==> config.mk <==
export PLATFORM = sky130hd
export DESIGN_NAME = pipe_hazard_ctrl
export DESIGN_NICKNAME = d
export VERILOG_FILES = /design/src/interlock_check.v /design/src/pipe_hazard_ctrl.v
export VERILOG_INCLUDE_DIRS = /design/src /design/src/inc
export SDC_FILE = /design/constraint.sdc
export NUM_CORES = 1
export LEC_CHECK = 0
export BUFFER_PORTS_ARGS = -buffer_cell sky130_fd_sc_hd__buf_2
export CAP_MARGIN = 25
export CORE_MARGIN = 1.5
export CORE_UTILIZATION = 55
export CTS_CLUSTER_DIAMETER = 100
export DETAILED_ROUTE_END_ITERATION = 8
export GPL_TIMING_DRIVEN = 0
export PLACE_DENSITY = 0.86
export SLEW_MARGIN = 20
export SYNTH_ARGS = -nofsm -noshare
export SYNTH_HDL_FRONTEND = slang
export SYNTH_HIERARCHICAL = 1
export SYNTH_SLANG_ARGS = --single-unit
export TNS_END_PERCENT = 10
==> constraint.sdc <==
create_clock -name mclk -period 5.2 [get_ports mclk]
set_input_delay 0.52 -clock mclk [delete_from_list [all_inputs] [get_ports mclk]]
set_output_delay 0.52 -clock mclk [all_outputs]
set_load 0.005 [all_outputs]
==> src/inc/pipe_ctrl_regs.vh <==
// Constants for the pipeline sequencing and interlock control
`ifndef PIPE_CTRL_REGS_VH
`define PIPE_CTRL_REGS_VH

// Fixed handler address for every entry to debug mode
`define DBG_HANDLER_ADDR   32'h0000_0060
// Exception code of the debug-trap instruction
`define DBG_TRAP_CODE      16'h0060
// Software trap codes: upper twelve bits 004x or 005x
`define SW_TRAP_HI_A       12'h004
`define SW_TRAP_HI_B       12'h005
// Instruction classes handed over by the decoder
`define CLS_ALU            4'h0
`define CLS_LOAD           4'h1
`define CLS_HALFWORD_MULTIPLY_INSTR           4'h2
`define CLS_SYSW           4'h3
`define CLS_SYSR           4'h4
`define CLS_TRAP           4'h5
`define CLS_DEBUG_TRAP_INSTR         4'h6
`define CLS_DEBUG_RETURN_INSTR          4'h7
`define CLS_BRANCH         4'h8
`define CLS_INVALID        4'h9
`define CLS_OTHER          4'ha
// System register numbers of the two exception save registers
`define SREG_IRQ_PC        5'h00
`define SREG_FATAL_PC      5'h02
// Extra decode clocks added by each interlock
`define STALL_LOAD         2'h1
`define STALL_HALFWORD_MULTIPLY_INSTR         2'h1
`define STALL_SYSREG       2'h2
// Extra clocks of an alignment refetch (branch takes 4 instead of 2)
`define STALL_ALIGN        2'h2
// Forwarding source selects
`define FWD_RF             2'h0
`define FWD_EX             2'h1
`define FWD_MEM            2'h2
`define FWD_EX2            2'h3
// Sequencer states
`define ST_RUN             2'h0
`define ST_ID1             2'h1
`define ST_ID2             2'h2
// Debug register groups
`define DSEL_ADDRESS_SPACE_ID_REG          2'h0
`define DSEL_DIR           2'h1
`define DSEL_BREAK         2'h2

`endif

==> src/interlock_check.v <==
// Operand dependency check between decode and the incoming instruction
`timescale 1ns/10ps
`include "pipe_ctrl_regs.vh"

module interlock_check (
  input  wire       prev_valid,   // Older instruction present in decode
  input  wire [3:0] prev_cls,     // Its class
  input  wire [4:0] prev_dst,     // Its destination register
  input  wire [4:0] prev_sreg,    // Its system register number
  input  wire [3:0] new_cls,      // Incoming instruction class
  input  wire [4:0] new_src1,     // Incoming first source
  input  wire [4:0] new_src2,     // Incoming second source
  input  wire [4:0] new_sreg,     // Incoming system register number
  output reg  [1:0] stall_cyc,    // Extra decode clocks needed
  output reg  [1:0] fwd1,         // Forward select, first source
  output reg  [1:0] fwd2          // Forward select, second source
);

  wire hit1;   // First source matches older destination
  wire hit2;   // Second source matches older destination
  wire save_reg;  // Older write targets an exception save register

  // Register zero never carries a result, so it never interlocks
  assign hit1     = prev_valid && (prev_dst != 5'h00) && (new_src1 == prev_dst);
  assign hit2     = prev_valid && (prev_dst != 5'h00) && (new_src2 == prev_dst);
  assign save_reg = (prev_sreg == `SREG_IRQ_PC) || (prev_sreg == `SREG_FATAL_PC);

  // Dependency compare and forward choice
  always @* begin
    stall_cyc = 2'h0;
    fwd1      = `FWD_RF;
    fwd2      = `FWD_RF;
    case (prev_cls)
      `CLS_ALU: begin
        fwd1 = hit1 ? `FWD_EX : `FWD_RF;
        fwd2 = hit2 ? `FWD_EX : `FWD_RF;
      end
      `CLS_LOAD: begin
        if (hit1 || hit2) begin
          stall_cyc = `STALL_LOAD;
        end
        fwd1 = hit1 ? `FWD_MEM : `FWD_RF;
        fwd2 = hit2 ? `FWD_MEM : `FWD_RF;
      end
      `CLS_HALFWORD_MULTIPLY_INSTR: begin
        if (hit1 || hit2) begin
          stall_cyc = `STALL_HALFWORD_MULTIPLY_INSTR;
        end
        fwd1 = hit1 ? `FWD_EX2 : `FWD_RF;
        fwd2 = hit2 ? `FWD_EX2 : `FWD_RF;
      end
      `CLS_SYSW: begin
        if ((new_cls == `CLS_SYSR) && save_reg && (new_sreg == prev_sreg)) begin
          stall_cyc = `STALL_SYSREG;
        end
      end
      // No result worth forwarding
      default: begin
        stall_cyc = 2'h0;
      end
    endcase
  end

endmodule // interlock_check

==> src/pipe_hazard_ctrl.v <==
// Pipeline sequencing, interlocks, forwarding and debug-mode entry
`timescale 1ns/10ps
`include "pipe_ctrl_regs.vh"

module pipe_hazard_ctrl (
  input  wire        mclk,              // Core clock, 50 MHz
  input  wire        reset_n,           // Asynchronous reset, active low
  input  wire        clk_en,            // Freezes all state while low
  input  wire        if_valid,          // Fetched instruction offered
  input  wire [3:0]  if_cls,            // Its decoded class
  input  wire [4:0]  if_src1,           // First source register
  input  wire [4:0]  if_src2,           // Second source register
  input  wire [4:0]  if_dst,            // Destination register
  input  wire [4:0]  if_sreg,           // System register number
  input  wire [15:0] if_code,           // Exception code field
  input  wire        if_len4,           // Instruction is four bytes
  input  wire        if_mem_access,     // Instruction uses the data path
  input  wire        id_br_taken,       // Branch in decode is taken
  input  wire [31:0] id_br_target,      // Its target address
  input  wire [31:0] debug_pc_save_reg, // Debug PC save register value
  input  wire        single_step_cfg,   // Single-step operation set
  input  wire        debug_break,       // Break condition matched
  input  wire        dreg_req,          // Debug register access request
  input  wire        dreg_write,        // Access is a write
  input  wire [1:0]  dreg_sel,          // Register group accessed
  output reg         fetch_en_q,        // Fetch may proceed this clock
  output reg         fetch_discard_q,   // Fetch in flight is thrown away
  output reg         align_refetch_q,   // Second fetch of misaligned target
  output reg         id_stall_q,        // Decode held by an interlock
  output reg         id_phase2_q,       // Second decode clock
  output reg  [1:0]  fwd_src1_q,        // Forward select, first source
  output reg  [1:0]  fwd_src2_q,        // Forward select, second source
  output reg         dmem_req_q,        // Memory stage data access
  output reg         redirect_q,        // Load PC with redirect_pc_q
  output reg  [31:0] redirect_pc_q,     // New program counter
  output reg         debug_mode_q,      // Core is in debug mode
  output reg         dcache_freeze_q,   // Data cache must not update
  output reg         dreg_grant_q,      // Debug register access taken
  output reg         dreg_deny_q        // Debug register access refused
);

  // Decode stage contents
  reg        id_valid_q;
  reg [3:0]  id_cls_q;
  reg [4:0]  id_dst_q;
  reg [4:0]  id_sreg_q;
  reg [15:0] id_code_q;
  reg        id_mem_q;
  // Execute and memory stage tracking
  reg        ex_valid_q;
  reg        ex_mem_q;
  reg        mem_mem_q;
  // Sequencer and stall counters
  reg [1:0]  state_q;
  reg [1:0]  stall_cnt_q;     // Interlock clocks still to insert
  reg [1:0]  align_cnt_q;     // Refetch clocks still to insert
  reg        align_arm_q;     // First fetch after a redirect pending
  reg [31:0] handler_q;       // Address formed in the first decode clock
  reg        trap_hit_q;      // First decode clock found a valid code

  wire [1:0] chk_stall;       // Extra decode clocks for incoming one
  wire [1:0] chk_fwd1;
  wire [1:0] chk_fwd2;
  wire       hold;            // Decode cannot take a new instruction
  wire       take;            // Incoming instruction enters decode
  wire       two_id;          // Decode instruction needs two clocks
  wire       sw_trap_code;    // Code lies in a software trap range
  wire       enter_dbg;       // Break, single step or invalid instruction enters debug this clock
  wire       step_done;       // Instruction finished execute in step mode
  wire       align_need;      // Target is four bytes at a halfword address
  wire       hold_next;       // Decode will be held after this edge

  // Dependency comparator against the instruction now in decode
  interlock_check u_chk (
    .prev_valid (id_valid_q),
    .prev_cls   (id_cls_q),
    .prev_dst   (id_dst_q),
    .prev_sreg  (id_sreg_q),
    .new_cls    (if_cls),
    .new_src1   (if_src1),
    .new_src2   (if_src2),
    .new_sreg   (if_sreg),
    .stall_cyc  (chk_stall),
    .fwd1       (chk_fwd1),
    .fwd2       (chk_fwd2)
  );

  assign hold = (stall_cnt_q != 2'h0) || (align_cnt_q != 2'h0) || (state_q != `ST_RUN);
  assign take = if_valid && !hold;

  assign two_id = id_valid_q && ((id_cls_q == `CLS_TRAP) || (id_cls_q == `CLS_DEBUG_TRAP_INSTR) ||
                                 (id_cls_q == `CLS_DEBUG_RETURN_INSTR));

  assign sw_trap_code = (id_code_q[15:4] == `SW_TRAP_HI_A) || (id_code_q[15:4] == `SW_TRAP_HI_B);

  assign align_need = align_arm_q && if_valid && if_len4 && (if_code[1:0] == 2'h0) &&
                      (redirect_pc_q[1:0] == 2'b10);

  assign step_done = single_step_cfg && ex_valid_q && !debug_mode_q;

  // Fetch must close at the edge that starts a hold, or one word is lost
  assign hold_next = (take && ((chk_stall != 2'h0) || (if_cls == `CLS_TRAP) ||
                               (if_cls == `CLS_DEBUG_TRAP_INSTR) || (if_cls == `CLS_DEBUG_RETURN_INSTR))) ||
                     (two_id && (state_q == `ST_RUN) && !enter_dbg) || align_need;

  // Breaks, invalid instructions and single step all take the same entry
  assign enter_dbg = debug_break || step_done ||
                     (id_valid_q && (state_q == `ST_RUN) && (id_cls_q == `CLS_INVALID));

  // Decode stage register and stall counting
  always @(posedge mclk or negedge reset_n) begin
    if (!reset_n) begin
      id_valid_q  <= 1'b0;
      id_cls_q    <= `CLS_OTHER;
      id_dst_q    <= 5'h00;
      id_sreg_q   <= 5'h00;
      id_code_q   <= 16'h0000;
      id_mem_q    <= 1'b0;
      stall_cnt_q <= 2'h0;
      fwd_src1_q  <= `FWD_RF;
      fwd_src2_q  <= `FWD_RF;
      id_stall_q  <= 1'b0;
    end else if (clk_en) begin
      if (enter_dbg || redirect_q) begin
        // Anything in decode is squashed by a redirect
        id_valid_q  <= 1'b0;
        stall_cnt_q <= 2'h0;
        id_stall_q  <= 1'b0;
      end else if (take) begin
        id_valid_q  <= 1'b1;
        id_cls_q    <= if_cls;
        id_dst_q    <= if_dst;
        id_sreg_q   <= if_sreg;
        id_code_q   <= if_code;
        id_mem_q    <= if_mem_access;
        stall_cnt_q <= chk_stall;
        id_stall_q  <= (chk_stall != 2'h0);
        fwd_src1_q  <= chk_fwd1;
        fwd_src2_q  <= chk_fwd2;
      end else if (stall_cnt_q != 2'h0) begin
        stall_cnt_q <= stall_cnt_q - 2'h1;
        id_stall_q  <= (stall_cnt_q != 2'h1);
      end else if (!hold) begin
        // Bubble: nothing offered by fetch
        id_valid_q  <= 1'b0;
        id_stall_q  <= 1'b0;
      end else if (state_q == `ST_ID2) begin
        // Two-clock decode done, instruction moves on
        id_valid_q  <= 1'b0;
      end
    end
  end

  // Execute and memory stage tracking
  always @(posedge mclk or negedge reset_n) begin
    if (!reset_n) begin
      ex_valid_q <= 1'b0;
      ex_mem_q   <= 1'b0;
      mem_mem_q  <= 1'b0;
      dmem_req_q <= 1'b0;
      fetch_en_q <= 1'b0;
    end else if (clk_en) begin
      // Leaves decode only when no stall and no second clock is due
      ex_valid_q <= id_valid_q && (stall_cnt_q == 2'h0) &&
                    (!two_id || (state_q == `ST_ID2)) && !enter_dbg;
      ex_mem_q   <= id_mem_q && id_valid_q && (stall_cnt_q == 2'h0) && !two_id;
      mem_mem_q  <= ex_mem_q;
      dmem_req_q <= ex_mem_q;
      fetch_en_q <= !hold && !hold_next;
    end
  end

  // Two-clock decode sequencer for trap, debug trap and debug return
  always @(posedge mclk or negedge reset_n) begin
    if (!reset_n) begin
      state_q         <= `ST_RUN;
      handler_q       <= `DBG_HANDLER_ADDR;
      trap_hit_q      <= 1'b0;
      id_phase2_q     <= 1'b0;
      fetch_discard_q <= 1'b0;
    end else if (clk_en) begin
      case (state_q)
        `ST_RUN: begin
          id_phase2_q     <= 1'b0;
          fetch_discard_q <= 1'b0;
          if (two_id && !enter_dbg) begin
            state_q <= `ST_ID1;
          end
        end
        `ST_ID1: begin
          state_q         <= `ST_ID2;
          id_phase2_q     <= 1'b1;
          fetch_discard_q <= 1'b1;
          trap_hit_q      <= sw_trap_code;
          if (id_cls_q == `CLS_DEBUG_TRAP_INSTR) begin
            trap_hit_q <= (id_code_q == `DBG_TRAP_CODE);
          end
          handler_q       <= {16'h0000, id_code_q[15:4], 4'h0};
        end
        `ST_ID2: begin
          // Second fetch after the instruction also dropped
          state_q         <= `ST_RUN;
          id_phase2_q     <= 1'b0;
          fetch_discard_q <= 1'b1;
        end
        default: begin
          state_q <= `ST_RUN;
        end
      endcase
    end
  end

  // Redirects, debug mode and alignment refetch
  always @(posedge mclk or negedge reset_n) begin
    if (!reset_n) begin
      redirect_q      <= 1'b0;
      redirect_pc_q   <= 32'h0000_0000;
      debug_mode_q    <= 1'b0;
      dcache_freeze_q <= 1'b0;
      align_cnt_q     <= 2'h0;
      align_arm_q     <= 1'b0;
      align_refetch_q <= 1'b0;
    end else if (clk_en) begin
      redirect_q      <= 1'b0;
      align_refetch_q <= 1'b0;
      if (enter_dbg || ((state_q == `ST_ID2) && (id_cls_q == `CLS_DEBUG_TRAP_INSTR))) begin
        redirect_q      <= 1'b1;
        redirect_pc_q   <= `DBG_HANDLER_ADDR;
        debug_mode_q    <= 1'b1;
        dcache_freeze_q <= 1'b1;
        align_arm_q     <= 1'b0;
      end else if ((state_q == `ST_ID2) && (id_cls_q == `CLS_DEBUG_RETURN_INSTR)) begin
        redirect_q      <= 1'b1;
        redirect_pc_q   <= debug_pc_save_reg;
        debug_mode_q    <= 1'b0;
        dcache_freeze_q <= 1'b0;
        align_arm_q     <= 1'b1;
      end else if ((state_q == `ST_ID2) && (id_cls_q == `CLS_TRAP)) begin
        // handler formed in ID1; bad code traps to debug
        redirect_q      <= 1'b1;
        redirect_pc_q   <= trap_hit_q ? handler_q : `DBG_HANDLER_ADDR;
        debug_mode_q    <= debug_mode_q || !trap_hit_q;
        dcache_freeze_q <= debug_mode_q || !trap_hit_q;
        align_arm_q     <= trap_hit_q;
      end else if (id_valid_q && (state_q == `ST_RUN) && (stall_cnt_q == 2'h0) &&
                   (id_cls_q == `CLS_BRANCH) && id_br_taken) begin
        // Taken branch decided in decode
        redirect_q      <= 1'b1;
        redirect_pc_q   <= id_br_target;
        align_arm_q     <= 1'b1;
      end else if (align_need) begin
        // two extra clocks
        // Fetch closes at this edge, so one counted clock completes the pair
        align_cnt_q     <= `STALL_ALIGN - 2'h1;
        align_arm_q     <= 1'b0;
      end else if (align_cnt_q != 2'h0) begin
        align_cnt_q     <= align_cnt_q - 2'h1;
        align_refetch_q <= 1'b1;
      end else if (if_valid) begin
        align_arm_q     <= 1'b0;
      end
    end
  end

  // Debug register access policy
  always @(posedge mclk or negedge reset_n) begin
    if (!reset_n) begin
      dreg_grant_q <= 1'b0;
      dreg_deny_q  <= 1'b0;
    end else if (clk_en) begin
      if (dreg_req) begin
        if ((dreg_sel == `DSEL_ADDRESS_SPACE_ID_REG) || debug_mode_q || ((dreg_sel == `DSEL_DIR) && !dreg_write)) begin
          dreg_grant_q <= 1'b1;
          dreg_deny_q  <= 1'b0;
        end else begin
          dreg_grant_q <= 1'b0;
          dreg_deny_q  <= 1'b1;
        end
      end else begin
        dreg_grant_q <= 1'b0;
        dreg_deny_q  <= 1'b0;
      end
    end
  end

endmodule // pipe_hazard_ctrl

==> out/metrics.yaml, run 1 <==
status:
  outcome: "completed"
worst_setup_path:
  crit_path_frequent_cell: "buf_6"
  worstPathRequired_ns: 5.45
  slowest_stage: "nor3_2"
  crit_buf_inv: 3
  path_cells: "inv_1, ha_1, nand3b_1, nor3_2, o41ai_2, buf_6, buf_6, o41ai_1"
  worstPathArrival_ns: 2.68
  worst_setup_path_end_kind: "register"
  crit_type: "register to register"
  cp_top_family: "compound AO/OA/AOI/OAI gates"
  startpoint_type: "register"
  max_stage_delay_ns: 0.44
  crit_fanout: 10
sta:
  slew_violations: 0
  fin_skew_ns: 0.0128
  tightest_slew_ns: 0.574
  finalSetupTns_ns: 0
  period_needed_ns: 2.43
  finalCritPeriodShare_pct: 46.8
  setup-violations-final: 0
  slew_headroom_pct: 61.2
  max_freq_mhz: 411
  finalHoldViolCount: 0
  rsz0062_at_grt: "no"
synth:
  seq_area_frac_synth_pct: 51.0
  synthesis.nets: 568
  synth_top_flop_cell: "dfrtp_1"
  synth_area_sq_mm: 0.00492
  yosys_warnings: 6
  synth_seq_cells: 100
  ys_types: 54
  postSynth.asyncResetShare_pct: 100
  synth_edf_count: 0
  netlist_instances: 442
  syn_avg_cell_area_sq_um: 11.1
power_and_ir_drop:
  p_leak_nw: 3.02
  ir_drop_mv: 0.232
  p_total_mw: 2.44
  power_density_mw_per_mm2: 399
placement:
  hpwl_mm: 9.55
  placed_cell_area_sq_mm: 0.00590
  place_congestion: 0.884
  port_buffers: 162
min_path:
  holdCritPathClass: "input pin to register"
grt:
  grt_pass1_wl_mm: 20.4
  antenna_found_initial: 0
  globalRoute.totalOverflow: 0
  grtUsageTotal_pct: 26.9
  grt_start_max_net_pins: 77
  grt_pass1_vias: 4251
layout:
  final_common_cell: "buf_2"
  antenna_cells: 0
  area_growth_pct: 24.5
  final_cell_mix: "buf_2 (162), dfrtp_1 (96), mux2_2 (52), nand2_1 (45), o21ai_0 (34)"
  fin_area_sq_mm: 0.00612
  layout-drive-gt1-share_pct: 41.2
  fin_nets: 743
clocking:
  clk_pin_slew_ns: 0.10
  postCtsSetupBuffers: 0
  cts_buffer_depth: 2
  tritoncts: "yes"
  cts.sinks: 100
  htreeDepth: 3
  cts-root-buf: "clkbuf_8"
  cts_buffers: 9
  clk_latency_ns: 0.36
route:
  wirelength_mm: 12.5
  via_per_inst: 5.79
  drt_iter0_drc: 204
  vias: 4224
  drt-wirelength-per-cell_um: 17.1
  ant_nets: 0
  drt_pass1_iterations: 4
  drc: 0
die:
  die_h_um: 97.5
  coreArea_sq_mm: 0.00868
  io_pins: 164
  die_area_sq_mm: 0.00951
  die_w_um: 97.5
  initial_utilization_pct: 56.6
  fp-row-count: 34
flow_run:
  cap_viol_max_count: 0
repair_timing:
item,in CTS,in global routing
hold buffers,1,0
endpoints found under the hold margin,11,0
gates resized for setup,0,0
cells by family after synthesis:
family | count (synthesis) | synth area share (%)
DFF | 100 | 51.0
adders and majority gates | 9 | 2.29
AOI/OAI and AO/OA | 100 | 14.4
and+or+nand+nor | 128 | 14.0
buffers and inverters | 41 | 4.30
muxes | 52 | 11.9
xor gates and xnor gates | 12 | 2.14
flip-flops by register name, summed over array words and instances, names as in the netlist, 2 cells and up:
signal,cells
redirect_pc_q,32
id_code_q,16
handler_q,12
id_dst_q,5
id_sreg_q,5
id_cls_q,4
align_cnt_q,2
fwd_src1_q,2
fwd_src2_q,2
stall_cnt_q,2
state_q,2
report_power, final:
part	total, mW	internal [mW]	switching [mW]
combinational	0.714	0.377	0.338
sequential	1.20	1.01	0.192
clock	0.524	0.263	0.262
stage by stage:
| step | setup WS, ns | instances | hold WS [ns] | utilization (%) |
|---|---|---|---|---|
| final | 2.77 | 730 | 0.384 | 70.5 |
| after global routing | 2.62 | 730 | 0.377 | 70.5 |
| after CTS | 2.77 | 730 | 0.372 | 70.5 |
| after detailed placement | 2.80 | 713 | 0.394 | 67.9 |
| after global placement | 2.65 | 712 | 0.454 | 67.5 |
| after floorplan | 3.17 | 442 | 0.224 | - |
cells in the mapped netlist (3+ instances only):
| cell | count | share of area, % |
|---|---|---|
| nor2_1 | 24 | 1.8 |
| o21ai_0 | 34 | 3.5 |
| inv_1 | 14 | 1.1 |
| nor2b_1 | 4 | 0.51 |
| clkbuf_1 | 15 | 1.1 |
| a221oi_1 | 9 | 1.6 |
| ha_1 | 9 | 2.3 |
| nand2b_1 | 4 | 0.51 |
| mux2_2 | 52 | 12 |
| xnor2_1 | 4 | 0.71 |
| a32o_1 | 3 | 0.61 |
| o41ai_1 | 10 | 1.8 |
| dfstp_2 | 4 | 2.1 |
| buf_6 | 6 | 1.4 |
| nand3_1 | 9 | 0.92 |
| a211oi_1 | 4 | 0.61 |
| nor4_1 | 4 | 0.51 |
| nor4b_1 | 4 | 0.71 |
| nor3_2 | 4 | 0.81 |
| a22oi_1 | 20 | 3.1 |
| nand3b_1 | 3 | 0.46 |
| and3_1 | 5 | 0.64 |
| o22ai_1 | 4 | 0.51 |
| nor3_1 | 6 | 0.61 |
| dfrtp_1 | 96 | 49 |
| xor2_1 | 8 | 1.4 |
| nand4_1 | 3 | 0.38 |
| nand2_1 | 45 | 3.4 |
| o31ai_1 | 3 | 0.46 |
| buf_4 | 3 | 0.46 |
area by class of cell:
cell class / count / area (sq um)
plain buffers: 27 / 159
clock buffers: 13 / 169
clock inverters: 3 / 43.8
fillers: 663 / 2560
inverters: 14 / 52.6
multi-input cells: 301 / 2200
flip-flops and latches: 100 / 2510
well taps: 108 / 135
repair buffers: 164 / 855
per-layer routing:
| layer | vias up | track usage, % | wire, um |
|---|---|---|---|
| met1 | 2044 | 33.9 | 5140 |
| met2 | 174 | 45.3 | 6220 |
| met5 | - | 0 | 0 |
| met3 | 34 | 4.10 | 729 |
| met4 | 0 | 13.1 | 387 |
| li1 | 1972 | - | - |
path summary, 6_finish.rpt:
check | endpoint | slack (ns) | start | cells past startpoint
setup / recovery | redirect_pc_q[14]$_DFFE_PN0P_ | 2.77 | state_q[1]$_DFFE_PN0P_ | 8
hold / removal | id_dst_q[4]$_DFFE_PN0P_ | 0.38 | if_dst[4] | 2
setup reg to reg | redirect_pc_q[14]$_DFFE_PN0P_ | 2.77 | state_q[1]$_DFFE_PN0P_ | 8
hold reg to reg | redirect_pc_q[25]$_DFFE_PN0P_ | 0.48 | redirect_pc_q[25]$_DFFE_PN0P_ | 2
max in group asynchronous | id_cls_q[1]$_DFFE_PN1P_ | 3.95 | reset_n | 3
min in group asynchronous | dreg_deny_q$_DFFE_PN0P_ | 0.57 | reset_n | 2
(Power assumes the default switching activity.)
==> inputs of run 2 (changes only) <==
Settings changed: CORE_UTILIZATION 55 to 51, PLACE_DENSITY 0.86 to 0.81.
Clock period 5.2 ns to 2.35 ns, I/O delays scaled along.
==> run 2 against run 1 <==
Register-to-register slack got worse by 2.7 ns; clock power is 140% higher; via count fell by 2.7%; worst hold slack lost 0.28 ns; largest cell class unchanged.
==> out/metrics.yaml, run 2 (synthesis gave the netlist of run 1 again) <==
status:
  outcome: "completed"
sta:
  finalCritPeriodShare_pct: 99.2  # +52 points
  fin_skew_ns: 0.0117  # -0.00106 ns
  tightest_slew_ns: 0.498  # -0.0767 ns
  finalSetupTns_ns: 0  # unchanged
  rsz0062_at_grt: "yes"
  hold_ws_ns: 0.104  # -0.279 ns
  max_freq_mhz: 429  # +4.3%
  finalHoldViolCount: 0  # unchanged
  setup-violations-final: 0  # unchanged
  period_needed_ns: 2.33  # -0.100 ns
  slew_violations: 0  # unchanged
  slew_headroom_pct: 66.8  # +5.6 points
worst_setup_path:
  worstRegToRegCells: 8  # unchanged
  r2r_end: "redirect_pc_q[13]$_DFFE_PN0P_"
  crit_fanout: 10  # unchanged
  worst_setup_path_end_kind: "register"
  crit_type: "register to register"
  reg2reg_slack_ns: 0.02  # -2.75 ns
  worstPathArrival_ns: 2.57  # -0.11 ns
  startpoint_type: "register"
  worstPathRequired_ns: 2.58  # -2.87 ns
  timing.rr.start: "state_q[0]$_DFFE_PN0P_"
clocking:
  cts-root-buf: "clkbuf_8"
  clk_pin_slew_ns: 0.09  # about the same
  htreeDepth: 3  # unchanged
  postCtsSetupBuffers: 0  # unchanged
  cts_buffers: 9  # unchanged
  clk_latency_ns: 0.36  # about the same
  tritoncts: "yes"
  cts.sinks: 100  # unchanged
  cts_buffer_depth: 2  # unchanged
power_and_ir_drop:
  power_density_mw_per_mm2: 886  # +120%
  p_comb_share_pct: 28.8  # -0.4 points
  p_total_mw: 5.49  # +120%
  clkPwrFrac_pct: 22.8  # +1.3 points
  p_int_mw: 3.77  # +130%
  ir_drop_mv: 0.553  # +140%
  power_switching_mw: 1.73  # +120%
  p_sw_share_pct: 31.4  # -0.98 points
  pwr-share-seq_pct: 48.4  # -0.9 points
  p_leak_nw: 3.05  # +1.3%
die:
  fp-row-count: 35  # +2.9%
  die_w_um: 101  # +3.7%
  die_h_um: 101  # +3.7%
  coreArea_sq_mm: 0.00928  # +7.0%
  die_area_sq_mm: 0.0102  # +7.6%
  initial_utilization_pct: 53.0  # -3.7 points
  io_pins: 164  # unchanged
grt:
  grtUsageTotal_pct: 24.7  # -2.2 points
  antenna_found_initial: 0  # unchanged
  grt_pass1_vias: 4117  # -3.2%
  grt_start_max_net_pins: 68  # -12%
  globalRoute.totalOverflow: 0  # unchanged
  grt_pass1_wl_mm: 19.6  # -4.3%
min_path:
  min_to: "id_dst_q[1]$_DFFE_PN0P_"
  holdCritPathClass: "input pin to register"
  hold_start: "if_dst[1]"
  hold_depth: 2  # unchanged
placement:
  placed_cell_area_sq_mm: 0.00592  # +0.45%
  dp_cells: 734  # +2.9%
  place_congestion: 0.930  # +5.2%
  port_buffers: 162  # unchanged
  hpwl_mm: 9.77  # +2.3%
route:
  met2_wirelength_mm: 6.32  # +1.6%
  vias: 4109  # -2.7%
  drc: 0  # unchanged
  via_per_inst: 5.47  # -5.4%
  wirelength_mm: 12.6  # +0.65%
  drt-wirelength-per-cell_um: 16.7  # -2.2%
  drt_pass1_iterations: 5  # +1
  wl_met3_um: 724  # -0.69%
  wl_met1_mm: 5.19  # +0.90%
  ant_nets: 0  # unchanged
  top_layer: "met4"
  drt_iter0_drc: 150  # -26%
layout:
  largest_reg_flops: 32  # unchanged
  final_cell_mix: "buf_2 (162), dfrtp_1 (96), mux2_2 (52), nand2_1 (45), o21ai_0 (34)"
  area_growth_pct: 26.2
  top_regs: "redirect_pc_q: 32 flops, id_code_q: 16 flops, handler_q: 12 flops"
  layout-drive-gt1-share_pct: 43.1  # +1.9 points
  fillers: 780  # +18%
  antenna_cells: 0  # unchanged
  fin_area_sq_mm: 0.00620  # +1.4%
  final_common_cell: "buf_2"
  fin_nets: 743  # unchanged
  regMostFlops: "redirect_pc_q"
  stdcell_count: 751  # +2.9%
flow_run:
  cap_viol_max_count: 0  # unchanged
## run 2: cell count changes in the layout (fill, tap and decap cells not counted), sizes merged
cell	previous run	this run
bufinv	1	2
clkbuf	28	27
## run 2: final cells by class
cell class	count	area, sq um	share of cell area [%]
Sequential cell	100	2510	40.4
Multi-Input combinational cell	301	2220	35.9
Timing Repair Buffer	164	855	13.8
Buffer	27	166	2.68
Clock buffer	12	165	2.66
Tap cell	129	161	2.60
Clock inverter	4	70.1	1.13
Inverter	14	52.6	0.847
## run 2: layer usage
metal / GRT usage [%] / vias up
met2: 44.6 / 143
met3: 3.38 / 25
met5: 0 / -
li1: - / 1968
met4: 9.83 / 0
met1: 29.8 / 1973
## run 2: timing repair
action / in CTS / in global routing
resized for setup: 2 / 15
hold endpoints to repair: 33 / 0
hold buffers: 1 / 0
pin swaps: 0 / 2
endpoints found under the setup margin: 36 / 63
## run 2: critical path: stages, from the launching register on
cell,delay [ns]
dfrtp_1,0.43
inv_1,0.13
ha_2,0.23
nand3b_1,0.12
nor3_4,0.39
o41ai_2,0.18
buf_6,0.19
buf_6,0.14
o41ai_1,0.39
## run 2: power groups by stage
stage / registers, mW / clock network, mW / logic, mW
after CTS: 2.65 / 1.28 / 1.58
after floorplan: 2.56 / 0 / 1.09
after global routing: 2.73 / 1.35 / 1.76
after detailed placement: 2.69 / 0 / 1.56
final: 2.66 / 1.25 / 1.58
after global placement: 2.65 / 0 / 1.49
## run 2: worst max-delay path by stage
stage,depth (start not counted),startpoint,endpoint,slack [ns]
global placement,8,state_q[0]$_DFFE_PN0P_,redirect_pc_q[14]$_DFFE_PN0P_,0.04
detailed placement,8,state_q[0]$_DFFE_PN0P_,redirect_pc_q[15]$_DFFE_PN0P_,-0.12
global route,8,state_q[0]$_DFFE_PN0P_,redirect_pc_q[13]$_DFFE_PN0P_,-0.12
floorplan,8,state_q[0]$_DFFE_PN0P_,redirect_pc_q[12]$_DFFE_PN0P_,0.32
finish,8,state_q[0]$_DFFE_PN0P_,redirect_pc_q[13]$_DFFE_PN0P_,0.02
CTS,8,state_q[1]$_DFFE_PN0P_,redirect_pc_q[15]$_DFFE_PN0P_,-0.01
## run 2: per-stage QoR
step / setup slack, ns / util (%)
2_1_floorplan: 0.320 / -
3_3_place_gp: 0.0435 / 63.4
3_5_place_dp: -0.118 / 63.8
4_1_cts: -0.0105 / 66.5
5_1_grt: -0.115 / 66.8
6_report: 0.0180 / 66.8
==> inputs of run 3 (changes only) <==
Settings changed: GPL_TIMING_DRIVEN 0 to default.
==> run 3 against run 2 <==
Via count is essentially flat; critical endpoint is now id_code_q[13]$_DFFE_PN0P_; die area is the same; first-iteration DRC count grew 3.3%; count of clock-buffer cells in the layout shrank 1; critical path type unchanged; clock power shrank 17%; sequential share of layout area shrank 0.62 points; largest cell class unchanged.
==> out/metrics.yaml, run 3 (synthesis gave the netlist of run 1 again) <==
sta:
  period_needed_ns: 2.09  # -0.241 ns
  finalHoldViolCount: 0  # unchanged
  max_freq_mhz: 478  # +12%
  finalCritPeriodShare_pct: 89.0  # -10 points
  finalSetupTns_ns: 0  # unchanged
  fin_ws_ns: 0.259  # +0.241 ns
  slew_violations: 0  # unchanged
  setup-violations-final: 0  # unchanged
  slew_headroom_pct: 60.1  # -6.7 points
  tightest_slew_ns: 0.599  # +0.101 ns
  rsz0062_at_grt: "no"
  fin_skew_ns: 0.0118  # +0.000108 ns
grt:
  grt_pass1_vias: 4307  # +4.6%
  grt_pass1_wl_mm: 20.0  # +2.4%
  antenna_found_initial: 0  # unchanged
  grtUsageTotal_pct: 25.1  # +0.38 points
  globalRoute.totalOverflow: 0  # unchanged
  grt_start_max_net_pins: 57  # -16%
die:
  die_h_um: 101  # unchanged
  die_area_sq_mm: 0.0102  # unchanged
  coreArea_sq_mm: 0.00928  # unchanged
  die_w_um: 101  # unchanged
  io_pins: 164  # unchanged
  fp-row-count: 35  # unchanged
  initial_utilization_pct: 53.0  # unchanged
placement:
  hpwl_mm: 9.55  # -2.3%
  place_congestion: 0.931  # about the same
  placed_cell_area_sq_mm: 0.00607  # +2.5%
  pre_cts_slack_ns: 0.144  # +0.263 ns
  port_buffers: 163  # +0.62%
layout:
  top_regs: "redirect_pc_q: 32 flops, id_code_q: 16 flops, handler_q: 12 flops"
  fin_nets: 753  # +1.3%
  final_cell_mix: "buf_2 (162), dfrtp_1 (96), mux2_2 (52), nand2_1 (45), o21ai_0 (34)"
  final_util_pct: 67.8  # +1.0 points
  largest_reg_flops: 32  # unchanged
  fin_area_sq_mm: 0.00630  # +1.6%
  area_growth_pct: 28.1
  regMostFlops: "redirect_pc_q"
  final_common_cell: "buf_2"
  antenna_cells: 0  # unchanged
  layout-drive-gt1-share_pct: 45.3  # +2.2 points
worst_setup_path:
  worstPathRequired_ns: 2.60  # +0.02 ns
  worst_setup_path_end_kind: "register"
  startpoint_type: "register"
  path_cells: "inv_1, ha_1, nand3b_1, nor3_2, buf_4, nor3_4, nand3_4, buf_12, mux2_2"
  crit_fanout: 14  # +4
  slowest_stage: "dfrtp_1"
  reg2reg_slack_ns: 0.26  # +0.24 ns
  crit_type: "register to register"
  worstPathArrival_ns: 2.34  # -0.23 ns
  max_stage_delay_ns: 0.43  # about the same
power_and_ir_drop:
  ir_drop_mv: 0.556  # +0.49%
  p_total_mw: 5.42  # -1.4%
  power_density_mw_per_mm2: 860  # -2.9%
  p_leak_nw: 3.13  # +2.6%
clocking:
  cts.sinks: 100  # unchanged
  clk_pin_slew_ns: 0.10  # about the same
  htreeDepth: 3  # unchanged
  clk_latency_ns: 0.36  # about the same
  cts_buffer_depth: 2  # unchanged
  cts-root-buf: "clkbuf_8"
  cts_buffers: 9  # unchanged
  tritoncts: "yes"
status:
  outcome: "completed"
route:
  via_per_inst: 5.40  # -1.3%
  drt_iter0_drc: 155  # +3.3%
  drt-wirelength-per-cell_um: 16.3  # -2.6%
  drc: 0  # unchanged
  drt_pass1_iterations: 4  # -1
  ant_nets: 0  # unchanged
  wirelength_mm: 12.4  # -1.3%
  vias: 4110  # +0.024%
flow_run:
  cap_viol_max_count: 0  # unchanged
min_path:
  holdCritPathClass: "input pin to register"
## run 3: cell count changes in the layout (fill, tap and decap cells not counted), moves of 5 or more
cell | before | now
clkbuf_2 | 6 | 0
clkbuf_1 | 9 | 0
buf_4 | 3 | 32
buf_6 | 7 | 1
buf_12 | 0 | 5
## run 3: path summary, 6_finish.rpt
kind	start	cells past startpoint	endpoint
max	state_q[1]$_DFFE_PN0P_	9	id_code_q[13]$_DFFE_PN0P_
min	if_dst[2]	2	id_dst_q[2]$_DFFE_PN0P_
max reg2reg	state_q[1]$_DFFE_PN0P_	9	id_code_q[13]$_DFFE_PN0P_
min reg2reg	redirect_pc_q[7]$_DFFE_PN0P_	2	redirect_pc_q[7]$_DFFE_PN0P_
max in group asynchronous	reset_n	3	handler_q[6]$_DFFE_PN1P_
min in group asynchronous	reset_n	2	dreg_deny_q$_DFFE_PN0P_
## run 3: layout make-up
class / count / area [sq um]
sequential: 100 / 2510
timing repair buffer: 201 / 1170
multi-input combinational: 301 / 2220
clock inverter: 5 / 35.0
inverter: 14 / 52.6
tap: 129 / 161
clock buffer: 11 / 151
fill: 754 / 2990
## run 3: worst max-delay path, delay by kind of cell, from the launching register on
family / cells / cell delay, ns
DFF: 1 / 0.43
adders and majority gates: 1 / 0.19
muxes: 1 / 0.34
and+or+nand+nor: 4 / 0.57
buffers and inverters: 3 / 0.45
## run 3: repair_timing
item / 4_1_cts / 5_1_grt
hold endpoints to repair: 44 / 0
buffers inserted: 0 / 4
gates resized for setup: 0 / 0
endpoints found under the setup margin: 0 / 4
hold buffers: 1 / 0
## run 3: power breakdown
part	internal (mW)	leakage (nW)	total, mW	switching [mW]
logic	0.947	1.74	1.77	0.824
registers	2.24	1.30	2.61	0.367
clock network	0.446	0.0957	1.04	0.592
## run 3: through the flow
stage,std cells,hold slack (ns)
5_1_grt,761,0.0891
6_report,761,0.0994
3_3_place_gp,739,0.272
2_1_floorplan,442,-0.0606
3_5_place_dp,740,0.279
4_1_cts,757,0.0903
## run 3: per-layer routing
layer  share of wire (%)  routed length [um]  track usage, %  vias up
li1                    -                   -               -     1989
met1                  41                5130            30.4     1950
met2                  51                6330            45.0      146
met3                 5.1                 634            3.93       25
met4                 2.4                 302            9.51        0
met5                   0                   0               0        -
